<file path="config.mk">
export PLATFORM = sky130hd
export DESIGN_NAME = pao_core
export DESIGN_NICKNAME = d
export VERILOG_FILES = /design/src/verilog/pao_pkg.sv /design/src/verilog/pao_fifo.sv /design/src/verilog/pao_core.sv
export SDC_FILE = /design/constraint.sdc
export NUM_CORES = 1
export LEC_CHECK = 0
export BUFFER_PORTS_ARGS = -buffer_cell sky130_fd_sc_hd__buf_2
export CAP_MARGIN = 20
export CORE_MARGIN = 2
export CORE_UTILIZATION = 40
export DETAILED_ROUTE_END_ITERATION = 8
export PLACE_DENSITY_LB_ADDON = 0.2
export SYNTH_ARGS = -nofsm -noshare
export SYNTH_HDL_FRONTEND = slang
export SYNTH_SLANG_ARGS = --single-unit
</file>
<file path="constraint.sdc">
create_clock -name mclk -period 9.8 [get_ports mclk]
set_input_delay 1.96 -clock mclk [delete_from_list [all_inputs] [get_ports mclk]]
set_output_delay 1.96 -clock mclk [all_outputs]
set_load 0.05 [all_outputs]
</file>
<file path="src/verilog/pao_pkg.sv">
// constants and carrier types for the pipelined converter output path
// Notes on behaviour
// - each result is one 12-bit parallel word, top bit most significant
// - float input high takes the result word off drive; low drives it; stream_data is not gated
// - invert input high flips only the top output bit; low gives straight code
// - result valid 6.5 convert-clock cycles after its start edge, one per cycle
// - quantizer is 11 stages: ten make a three-level decision on a doubled residue, the last takes two bits
// - stages advance on both convert-clock edges, two stages per cycle
// - stage digits are delay-aligned then combined with redundancy into 12 bits
// - non-overlapping two phases: track in first, hold in second
// - full-scale positive input gives all ones in straight offset binary
package pao_pkg;

	// ------------------------------------------------------------
	// sizes and positions
	// ------------------------------------------------------------
	localparam int RESULT_W = 12;
	localparam int NSTG = 11;
	localparam int DIG_W = 2 * NSTG;
	localparam int RESULT_BIT_TOP = 11;
	localparam int RESULT_BIT_BOTTOM = 0;
	localparam int FIFO_DEPTH = 8;
	localparam int LAT_HALF = 13;

	// ------------------------------------------------------------
	// stage thresholds and reconstruction steps
	// ------------------------------------------------------------
	localparam logic [11:0] TH_LO = 12'h600;
	localparam logic [11:0] TH_HI = 12'ha00;
	localparam logic [12:0] STEP_ONE = 13'h0800;
	localparam logic [12:0] STEP_TWO = 13'h1000;
	localparam logic [11:0] CODE_MAX = 12'hfff;
	localparam logic [11:0] WORD_RST = 12'h000;

	// ------------------------------------------------------------
	// one pipeline slot
	// ------------------------------------------------------------
	typedef struct packed {
		logic vld;
		logic [RESULT_W-1:0] res;
		logic [DIG_W-1:0] dig;
		logic [RESULT_W-1:0] smp;
	} pao_slot_s;

endpackage

</file>
<file path="src/verilog/pao_fifo.sv">
// word buffer with valid and ready on both sides
`timescale 1ns/1ps
module pao_fifo #(
	parameter int W = 12,
	parameter int DEPTH = 8
) (
	input wire logic mclk,
	input wire logic sys_rst,
	input wire logic in_valid,
	output logic in_ready,
	input wire logic [W-1:0] in_data,
	output logic out_valid,
	input wire logic out_ready,
	output logic [W-1:0] out_data
);
	localparam int AW = $clog2(DEPTH);

	logic [W-1:0] mem [0:DEPTH-1];
	logic [AW-1:0] wr_r;
	logic [AW-1:0] rd_r;
	logic [AW:0] cnt_r;
	logic push;
	logic pop;

	// ------------------------------------------------------------
	// flags
	// ------------------------------------------------------------
	assign in_ready = cnt_r != (AW+1)'(DEPTH);
	assign out_valid = cnt_r != '0;
	assign push = in_valid && in_ready;
	assign pop = out_valid && out_ready;
	assign out_data = mem[rd_r];

	// ------------------------------------------------------------
	// storage and pointers
	// ------------------------------------------------------------
	always_ff @(posedge mclk) begin
		if (push) begin
			mem[wr_r] <= in_data;
		end
	end

	always_ff @(posedge mclk) begin
		if (sys_rst) begin
			wr_r <= '0;
			rd_r <= '0;
			cnt_r <= '0;
		end else begin
			if (push) begin
				wr_r <= (wr_r == AW'(DEPTH-1)) ? '0 : wr_r + 1'b1;
			end
			if (pop) begin
				rd_r <= (rd_r == AW'(DEPTH-1)) ? '0 : rd_r + 1'b1;
			end
			if (push && !pop) begin
				cnt_r <= cnt_r + 1'b1;
			end else if (pop && !push) begin
				cnt_r <= cnt_r - 1'b1;
			end
		end
	end
endmodule

</file>
<file path="src/verilog/pao_core.sv">
// converter digital path: phases, stage pipeline, correction, output word, buffer
`timescale 1ns/1ps
module pao_core #(
	parameter int BUF_DEPTH = pao_pkg::FIFO_DEPTH
) (
	input wire logic mclk,
	input wire logic sys_rst,
	input wire logic conv_clk,
	input wire logic [11:0] analog_sample,
	input wire logic output_float,
	input wire logic top_bit_invert,
	output logic [11:0] result_word,
	output logic result_oe,
	output logic data_valid,
	output logic word_strobe,
	output logic stream_valid,
	input wire logic stream_ready,
	output logic [11:0] stream_data,
	output logic buf_ready,
	output logic overrun
);
	localparam int NS = pao_pkg::NSTG;

	logic clk_s_r;
	logic clk_d_r;
	logic phi1;
	logic phi2;
	logic fall;
	logic sub_en;
	logic [11:0] track_r;
	pao_pkg::pao_slot_s slot_r [0:NS+1];
	pao_pkg::pao_slot_s slot_nxt [1:NS];
	logic [11:0] word_r;
	logic [11:0] out_smp_r;
	logic strobe_r;
	logic valid_r;
	logic oe_r;
	logic [pao_pkg::LAT_HALF-1:0] hist_r;

	// ------------------------------------------------------------
	// stage step: two-bit decision and residue
	// ------------------------------------------------------------
	function automatic pao_pkg::pao_slot_s stage_step(input pao_pkg::pao_slot_s s, input logic last);
		logic [1:0] d;
		logic [12:0] dbl;
		logic [12:0] sub;
		pao_pkg::pao_slot_s o;
		o = s;
		dbl = {s.res, 1'b0};
		if (last) begin
			d = s.res[11:10];
		end else if (s.res < pao_pkg::TH_LO) begin
			d = 2'h0;
		end else if (s.res < pao_pkg::TH_HI) begin
			d = 2'h1;
		end else begin
			d = 2'h2;
		end
		sub = (d == 2'h2) ? pao_pkg::STEP_TWO : (d == 2'h1) ? pao_pkg::STEP_ONE : 13'h0000;
		o.res = last ? s.res : 12'(dbl - sub);
		o.dig = {s.dig[pao_pkg::DIG_W-3:0], d};
		return o;
	endfunction

	// ------------------------------------------------------------
	// correction: weighted sum of aligned digits
	// ------------------------------------------------------------
	function automatic logic [11:0] correct(input logic [pao_pkg::DIG_W-1:0] dig);
		logic [12:0] acc;
		acc = 13'h0000;
		for (int j = 0; j < NS; j++) begin
			acc = acc + (13'(dig[2*j +: 2]) << j);
		end
		return acc[12] ? pao_pkg::CODE_MAX : acc[11:0];
	endfunction

	// ------------------------------------------------------------
	// clock edges and two phases
	// ------------------------------------------------------------
	always_ff @(posedge mclk) begin
		if (sys_rst) begin
			clk_s_r <= 1'b0;
			clk_d_r <= 1'b0;
		end else begin
			clk_s_r <= conv_clk;
			clk_d_r <= clk_s_r;
		end
	end

	assign phi1 = clk_s_r && clk_d_r;
	assign phi2 = !clk_s_r && !clk_d_r;
	assign fall = clk_d_r && !clk_s_r;
	assign sub_en = clk_s_r ^ clk_d_r;

	// track follows the input in the first phase
	always_ff @(posedge mclk) begin
		if (sys_rst) begin
			track_r <= 12'h000;
		end else if (phi1) begin
			track_r <= analog_sample;
		end
	end

	// ------------------------------------------------------------
	// hold slot, stages and correction slot
	// ------------------------------------------------------------
	for (genvar k = 1; k <= NS; k++) begin : g_stg
		assign slot_nxt[k] = stage_step(slot_r[k-1], k == NS);
		if (k < NS) begin : g_chk

		end
	end

	always_ff @(posedge mclk) begin
		if (sys_rst) begin
			for (int k = 0; k <= NS + 1; k++) begin
				slot_r[k] <= '0;
			end
		end else if (sub_en) begin
			slot_r[0].vld <= fall;
			slot_r[0].res <= track_r;
			slot_r[0].dig <= '0;
			slot_r[0].smp <= track_r;
			for (int k = 1; k <= NS; k++) begin
				slot_r[k] <= slot_nxt[k];
			end
			slot_r[NS+1].vld <= slot_r[NS].vld;
			slot_r[NS+1].res <= correct(slot_r[NS].dig);
			slot_r[NS+1].dig <= slot_r[NS].dig;
			slot_r[NS+1].smp <= slot_r[NS].smp;
		end
	end

	// ------------------------------------------------------------
	// output word
	// ------------------------------------------------------------
	always_ff @(posedge mclk) begin
		if (sys_rst) begin
			word_r <= pao_pkg::WORD_RST;
			out_smp_r <= 12'h000;
			strobe_r <= 1'b0;
			valid_r <= 1'b0;
		end else begin
			strobe_r <= sub_en && slot_r[NS+1].vld;
			if (sub_en && slot_r[NS+1].vld) begin
				word_r <= slot_r[NS+1].res ^ {top_bit_invert, 11'h000};
				out_smp_r <= slot_r[NS+1].smp;
				valid_r <= 1'b1;
			end
		end
	end

	always_ff @(posedge mclk) begin
		if (sys_rst) begin
			oe_r <= 1'b0;
		end else begin
			oe_r <= !output_float;
		end
	end

	assign result_word = word_r;
	assign result_oe = oe_r;
	assign data_valid = valid_r;
	assign word_strobe = strobe_r;

	// ------------------------------------------------------------
	// result buffer
	// ------------------------------------------------------------
	pao_fifo #(
		.W(pao_pkg::RESULT_W),
		.DEPTH(BUF_DEPTH)
	) u_buf (
		.mclk(mclk),
		.sys_rst(sys_rst),
		.in_valid(strobe_r),
		.in_ready(buf_ready),
		.in_data(word_r),
		.out_valid(stream_valid),
		.out_ready(stream_ready),
		.out_data(stream_data)
	);

	assign overrun = strobe_r && !buf_ready;

	// ------------------------------------------------------------
	// checks
	// ------------------------------------------------------------
	always_ff @(posedge mclk) begin
		if (sys_rst) begin
			hist_r <= '0;
		end else if (sub_en) begin
			hist_r <= {hist_r[pao_pkg::LAT_HALF-2:0], fall};
		end
	end
endmodule

</file>
# Word level (Yosys, flattened, before mapping)
# Memories as Yosys holds them, arrays and structs flattened. A register that Yosys moved wholly into a read port is not among the register bits.
# Cells that the tools add are included.
op_classes:
  add_sub_neg: 24
  multipliers: 0
  div_mod_pow: 0
  n_lt_le_gt_ge: 20
  eq_ne: 23
  shifts: 0
  mux: 73
  bitwise_logic: 21
  n_reduce_logical: 15
op_table:
  columns: ["op", "n"]
  rows:
  - ["two-way mux 47 bit", 11]
  - ["two-way mux 12 bit", 25]
  - ["< comparator 12 x 11 -> 1 bit, second input constant", 10]
  - ["< comparator 12 bit, second input constant", 10]
  - ["subtractor 12 bit", 10]
  - ["two-way mux 22 bit", 2]
  - ["two-way mux 2 bit", 20]
  - ["equality test 2 x 1 -> 1 bit, second input constant", 10]
  - ["equality test 2 bit, second input constant", 10]
  - ["OR 1 bit", 19]
  - ["adder 12 x 12 -> 13 bit", 1]
  - ["adder 11 x 11 -> 12 bit", 1]
  - ["two-way mux 3 bit", 4]
  - ["bitwise XOR 12 bit", 1]
  - ["adder 10 x 10 -> 11 bit", 1]
  - ["adder 9 x 9 -> 10 bit", 1]
  - ["adder 8 x 8 -> 9 bit", 1]
  - ["two-way mux 1 bit", 9]
  - ["adder 7 x 7 -> 8 bit", 1]
  - ["logical AND 1 bit", 8]
  - ["two-way mux 4 bit", 2]
  - ["adder 6 x 6 -> 7 bit", 1]
  - ["adder 3 x 1 -> 3 bit, second input constant", 2]
  - ["adder 5 x 5 -> 6 bit", 1]
  - ["10 further kinds", 15]
totals:
  regBits: 39
  latchBits: 0
  ram_bits: 707
  romBits: 0
  out_inout_bits: 30
  elab_cells: 188
  memories: 2
memory_table:
  columns: ["name", "depth", "width", "rd", "rd_ports_with_merged_regs", "wr", "line", "source"]
  rows:
  - ["slot_r", 13, 47, 13, 0, 13, "pao_core.sv:31", "pao_pkg::pao_slot_s slot_r [0:NS+1];"]
  - ["u_buf.mem", 8, 12, 1, 1, 1, "pao_fifo.sv:18", "logic [W-1:0] mem [0:DEPTH-1];"]

# Longest topological paths before layout
# Gate-level depths: netlist of the first run.
# An unclocked memory read counts as a cell.
logic_depth:
  word_depth: 13
  ltp_mapped: 12
  ltp_nobuf: 12

# Modules after synthesis
# A second synthesis of the first run with hierarchy kept.
hier_totals:
  cells_unflattened: 958
  hier_area_um2: 14736.6
by_module_without_submodules:
  columns: ["mod", "n_inst", "cells_per_inst", "area_each_um2", "seq_area_each_um2"]
  rows:
  - ["pao_core", 1, 744, 10390.0, 7607.3]
  - ["pao_fifo", 1, 214, 4346.7, 3143.0]

# Worst setup path before layout of the first run
# Ideal clock, no wire load.
synth_path:
  kind: "input port to flip-flop"
  start: "input port sys_rst"
  end: "memory slot_r[0][106] (netlist name) (enable)"
  t_arrival_ns: 7.458
  t_required_ns: 9.195
  slack_ns: 1.738
  cell_stages: 4
  n_path_buf: 2
  path_cell_list: "clkbuf_1 > clkbuf_1 > inv_1 > nand2_1"
synth_lines:
  columns: ["element", "line", "source"]
  rows:
  - ["from (decl)", "pao_core.sv:7", "input wire logic sys_rst,"]
  - ["to (decl)", "pao_core.sv:31", null]

==> results of run 1 <==
-- final cells by class --
type	count	share of cell area, %
inverters	19	0.429
repair buffers	61	2.06
clock inverters	16	1.02
well taps	461	3.47
clock buffers	56	6.75
multi-input cells	509	21.6
flip-flops and latches	372	64.6
-- registers in the layout (all words and copies together) (netlist names), named ones only --
signal / flops
clk_d_r: 1
clk_s_r: 1
data_valid: 1
result_oe: 1
result_word: 12
slot_r: 234
track_r: 12
u_buf.cnt_r: 4
u_buf.mem: 96
u_buf.rd_r: 3
u_buf.wr_r: 3
word_strobe: 1
-- per-stage QoR --
step | hold slack [ns] | std cells
after global routing | 0.517 | 1494
after global placement | 0.454 | 1422
after detailed placement | 0.454 | 1422
after CTS | 0.465 | 1494
after floorplan | 0.441 | 940
final | 0.463 | 1494
-- kinds of logic after synthesis --
family	Yosys count	share of synthesized area, %
AOI/OAI and AO/OA	101	4.01
xor gates and xnor gates	9	0.542
adders and majority gates	21	1.91
buffers and inverters	59	1.61
DFF	372	73.9
muxes	51	5.67
and+or+nand+nor	327	12.4
-- critical path, stage by stage, from the launching register on --
cell,delay [ns]
dfxtp_1,0.31
buf_4,0.42
mux4_2,0.57
mux2_2,0.29
buf_2,0.21
-- cell usage in the layout (no fill, tap or decap), drive strengths merged, types with 2 or more instances in the layout --
cell / instances
inv: 20
nor3b: 4
edfxtp: 330
o21a: 5
bufinv: 3
nand2: 46
dfxtp: 42
or3: 3
o31ai: 2
buf: 61
o21ai: 28
fa: 2
nand2b: 3
a211oi: 2
nor3: 7
clkinv: 10
mux2i: 15
nor2: 54
a21oi: 49
and2: 148
xor2: 5
a21o: 6
mux4: 24
xnor2: 4
clkbuf: 56
mux2: 12
clkinvlp: 2
nand3b: 8
ha: 19
nor2b: 48
-- power breakdown --
part | internal, W | switching [W]
registers | 0.00184 | 0.0000411
logic | 0.000149 | 0.000243
clock network | 0.000880 | 0.000590
total | 0.00287 | 0.000874
-- layer usage --
layer	global-route usage (%)	vias to the layer above	share of wire (%)
met2	18.7	84	45
met1	16.7	3470	49
met5	0	-	0
met3	2.34	39	3.4
li1	-	3534	-
met4	4.18	0	2.4
-- final timing paths --
path | start | end | slack [ns] | cells past startpoint
worst max-delay path | flop | stream_data[8] | 5.50 | 4
worst min-delay path | clk_s_r | clk_d_r | 0.46 | 2
worst max register to register | u_buf.cnt_r[0] | u_buf.cnt_r[3] | 7.05 | 12
worst min register to register | clk_s_r | clk_d_r | 0.46 | 2
==> impl_metrics.py, run 1 <==
metrics = {
    "grt": {
        "antenna_found_initial": 0,
        "grt_pass1_wl_um": 36900,
        "grt_pass1_vias": 7154,
        "grt_overflow": 0,
        "grt_max_degree": 127,
        "track_usage_pct": 11.9,
    },
    "timing": {
        "fin_crit_sh_pct": 43.9,
        "finalWorstPathRequiredPeriod_ns": 4.30,
        "finalClockSkew_ns": 0.0134,
        "rsz0062_at_grt": "no",
        "slew_headroom_pct": 30.0,
        "fmax_mhz": 232,
        "finalSetupViolCount": 0,
        "fin_tns_setup_ns": 0,
        "worst_slew_pin_slew_ns": 1.04,
        "setup_ws_ns": 5.50,
        "hold_viol": 0,
        "finalMaxSlewViolations": 0,
    },
    "cells_and_area": {
        "seqCellArea_um2": 10800,
        "area_growth_pct": 14.3,
        "n_fill_cell": 3128,
        "layout-drive-gt1-share_pct": 15.5,
        "num_antenna_cells": 0,
        "finish.utilization_pct": 46.5,
        "design_area_um2": 16600,
        "multi_input_area_um2": 3600,
        "nets": 1041,
    },
    "clock_network": {
        "cts_tree": "yes",
        "cts_buffers": 39,
        "cts_num_sinks": 372,
        "htree_levels": 2,
        "cts-root-buf": "clkbuf_16",
        "clockBufferDepth": 3,
        "clock_latency_ns": 0.52,
        "cts_resized": 0,
        "ctsHoldBuffers": 0,
        "cts_setup_buffers": 0,
        "clk_pin_slew_ns": 0.06,
    },
    "die": {
        "initial_core_util_pct": 40.7,
        "die_y_um": 195,
        "dieArea_um2": 37900,
        "core_um2": 35700,
        "row_count": 69,
        "io_pins": 48,
        "chipWidth_um": 195,
    },
    "placement": {
        "routabilityCongestion": 0.675,
        "hpwl_um": 12000,
        "dp_slack_ns": 5.25,
        "dpl-instance-area_um2": 15300,
        "place.port_buffers": 47,
    },
    "synth": {
        "netlist_area_um2": 14600,
        "avgSynthCellArea_um2": 15.5,
        "synth_nets": 979,
        "synth_ff_type": "edfxtp_1",
        "yosysSeqAreaShare_pct": 73.9,
        "synth.most_common_cell": "edfxtp_1",
        "syn_inst": 940,
        "synth_top_area_cell": "edfxtp_1",
        "ys_top_cells_by_area": "edfxtp_1 (68%), and2_1 (6.4%), dfxtp_1 (5.8%)",
        "synth-seq-cells": 372,
        "synth_warnings": 0,
        "synth_top_area_share_pct": 68.1,
        "ys_types": 46,
        "synth-edff-count": 330,
        "async_flop_share_pct": 0,
        "synthTopCellsByCount": "edfxtp_1 (330), and2_1 (148), nor2_1 (54)",
    },
    "worst_setup_path": {
        "path_max_fanout": 24,
        "arrival_ns": 2.34,
        "crit_required_ns": 7.84,
        "critPathCaptureType": "primary output",
        "cp-start-kind": "flop",
        "worstSetupPathType": "reg2out",
    },
    "power": {
        "cellLeakagePower_nw": 6.04,
        "fin_total_pwr_w": 0.00374,
        "p_per_area_nw_per_um2": 225,
        "ir_drop_mv": 0.108,
    },
    "drt": {
        "drt-pass1-iter-count": 6,
        "drt_wl_total_um": 22000,
        "drc": 0,
        "via_per_inst": 4.77,
        "detail-route-antenna-nets": 0,
        "wl_per_cell_um": 14.7,
        "dr_total_vias": 7127,
        "drt_iter0_markers": 380,
    },
    "job": {
        "drv_cap": 0,
    },
    "outcome": {
        "status": "finished clean",
    },
    "hold_path": {
        "holdCritPathClass": "reg2reg",
    },
}
Note: power is estimated with default switching activity, not from simulation.
==> inputs of run 2 (changes only) <==
==> constraint.sdc (replaced) <==
create_clock -name mclk -period 3.5 [get_ports mclk]
set_input_delay 0.7 -clock mclk [delete_from_list [all_inputs] [get_ports mclk]]
set_output_delay 0.7 -clock mclk [all_outputs]
set_load 0.05 [all_outputs]
==> impl_metrics.py, run 2 (synthesis results as in run 1) <==
metrics = {
    "placement": {
        "dp_cells": 1427,
        "hpwl_um": 12500,
        "place.port_buffers": 47,
        "dpl-instance-area_um2": 15400,
        "routabilityCongestion": 0.722,
        "dp_slack_ns": 0.840,
    },
    "drt": {
        "detail-route-antenna-nets": 0,
        "dr_total_vias": 7166,
        "drc": 0,
        "drt_wl_total_um": 22000,
        "wl_per_cell_um": 14.7,
        "drt_iter0_markers": 368,
        "via_per_inst": 4.78,
        "drt-pass1-iter-count": 6,
    },
    "worst_setup_path": {
        "cpMaxStageDelayCell": "mux4_2",
        "cpLargestDelayFamily": "multiplexers",
        "crit_chain": "buf_4, mux4_2, mux2_2, buf_2",
        "worstSetupPathType": "reg2out",
        "path_max_fanout": 24,
        "cp_num_buf_inv": 2,
        "critPathCaptureType": "primary output",
        "rr_endpoint": "u_buf.cnt_r[3]",
        "r2r_cells": 10,
        "r2r-start": "u_buf.cnt_r[0]",
        "arrival_ns": 2.32,
        "cp-start-kind": "flop",
        "crit_required_ns": 2.80,
        "max_stage_delay_ns": 0.57,
        "rrSetupSlack_ns": 0.83,
    },
    "grt": {
        "grt_overflow": 0,
        "grt_pass1_vias": 7069,
        "antenna_found_initial": 0,
        "track_usage_pct": 11.9,
        "grt_max_degree": 71,
        "grt_pass1_wl_um": 36600,
    },
    "cells_and_area": {
        "fin_cells": 1500,
        "multi_input_area_um2": 3600,
        "nets": 1047,
        "area_growth_pct": 15.3,
        "n_fill_cell": 3153,
        "finish.utilization_pct": 47.0,
        "design_area_um2": 16800,
        "top_regs": "slot_r: 234 flops, u_buf.mem: 96 flops",
        "seqCellArea_um2": 10800,
        "largest_reg_flops": 234,
        "layout-drive-gt1-share_pct": 16.1,
        "final_common_cell": "edfxtp_1",
        "final_cell_mix": "edfxtp_1 (330), and2_1 (148), nor2_1 (53)",
        "top_register": "slot_r",
        "num_antenna_cells": 0,
    },
    "die": {
        "chipWidth_um": 195,
        "core_um2": 35700,
        "dieArea_um2": 37900,
        "row_count": 69,
        "initial_core_util_pct": 40.7,
        "io_pins": 48,
        "die_y_um": 195,
    },
    "power": {
        "p_clk_share_pct": 40.4,
        "ir_drop_mv": 0.411,
        "cellLeakagePower_nw": 6.12,
        "pwr-share-seq_pct": 49.2,
        "switchingPower_w": 0.00243,
        "combPwrFrac_pct": 10.4,
        "p_per_area_nw_per_um2": 637,
        "intPower_w": 0.00826,
        "swShare_pct": 22.7,
    },
    "timing": {
        "finalSetupViolCount": 0,
        "fin_crit_sh_pct": 86.4,
        "rsz0062_at_grt": "no",
        "finalWorstPathRequiredPeriod_ns": 3.02,
        "finalClockSkew_ns": 0.0118,
        "worst_slew_pin_slew_ns": 0.825,
        "finalMaxSlewViolations": 0,
        "setup_ws_ns": 0.476,
        "hold_viol": 0,
        "slew_headroom_pct": 44.9,
        "fmax_mhz": 331,
        "fin_tns_setup_ns": 0,
    },
    "clock_network": {
        "cts_resized": 0,
        "cts_buffers": 40,
        "cts-root-buf": "clkbuf_16",
        "clk_pin_slew_ns": 0.06,
        "cts_setup_buffers": 0,
        "htree_levels": 2,
        "clock_latency_ns": 0.53,
        "clockBufferDepth": 3,
        "cts_num_sinks": 372,
        "ctsHoldBuffers": 0,
        "cts_tree": "yes",
    },
    "hold_path": {
        "min_to": "result_oe",
        "holdCritPathClass": "in2reg",
        "hold_path_depth": 2,
        "min_from": "output_float",
    },
    "outcome": {
        "status": "finished clean",
    },
    "job": {
        "drv_cap": 0,
    },
}
-- run 2: metrics by stage --
stage / total power (W) / hold WS [ns]
floorplan: 0.00624 / 0.441
global placement: 0.00646 / 0.435
detailed placement: 0.00648 / 0.440
CTS: 0.0108 / 0.303
global route: 0.0111 / 0.336
finish: 0.0107 / 0.331
-- run 2: layout make-up --
| class | count | area share (%) |
|---|---|---|
| Tap cell | 461 | 3.44 |
| Inverter | 19 | 0.425 |
| Clock buffer | 59 | 6.94 |
| Clock inverter | 14 | 1.21 |
| Multi-Input combinational cell | 509 | 21.4 |
| Timing Repair Buffer | 66 | 2.49 |
| Sequential cell | 372 | 64.1 |
-- run 2: worst max path at each step --
stage	to	cells past startpoint	from	slack [ns]
finish	stream_data[5]	4	flop	0.48
global route	stream_data[5]	4	flop	0.35
CTS	stream_data[5]	4	flop	0.42
detailed placement	u_buf.cnt_r[3]	10	u_buf.cnt_r[0]	0.84
global placement	u_buf.cnt_r[3]	10	u_buf.cnt_r[0]	0.87
floorplan	slot_r[0][106]	4	sys_rst	0.15
-- run 2: layer usage --
layer	vias to the layer above	routed length, um	GRT usage, %
li1	3552	-	-
met1	3489	10200	15.5
met2	86	10500	19.9
met3	39	816	2.43
met4	0	515	4.21
met5	-	0	0
-- run 2: power groups by stage --
stage / clock network, W / logic (W) / registers [W]
5_1_grt: 0.00462 / 0.00122 / 0.00530
6_report: 0.00432 / 0.00111 / 0.00526
4_1_cts: 0.00444 / 0.00113 / 0.00527
3_3_place_gp: 0 / 0.00111 / 0.00535
3_5_place_dp: 0 / 0.00112 / 0.00536
2_1_floorplan: 0 / 0.000886 / 0.00536
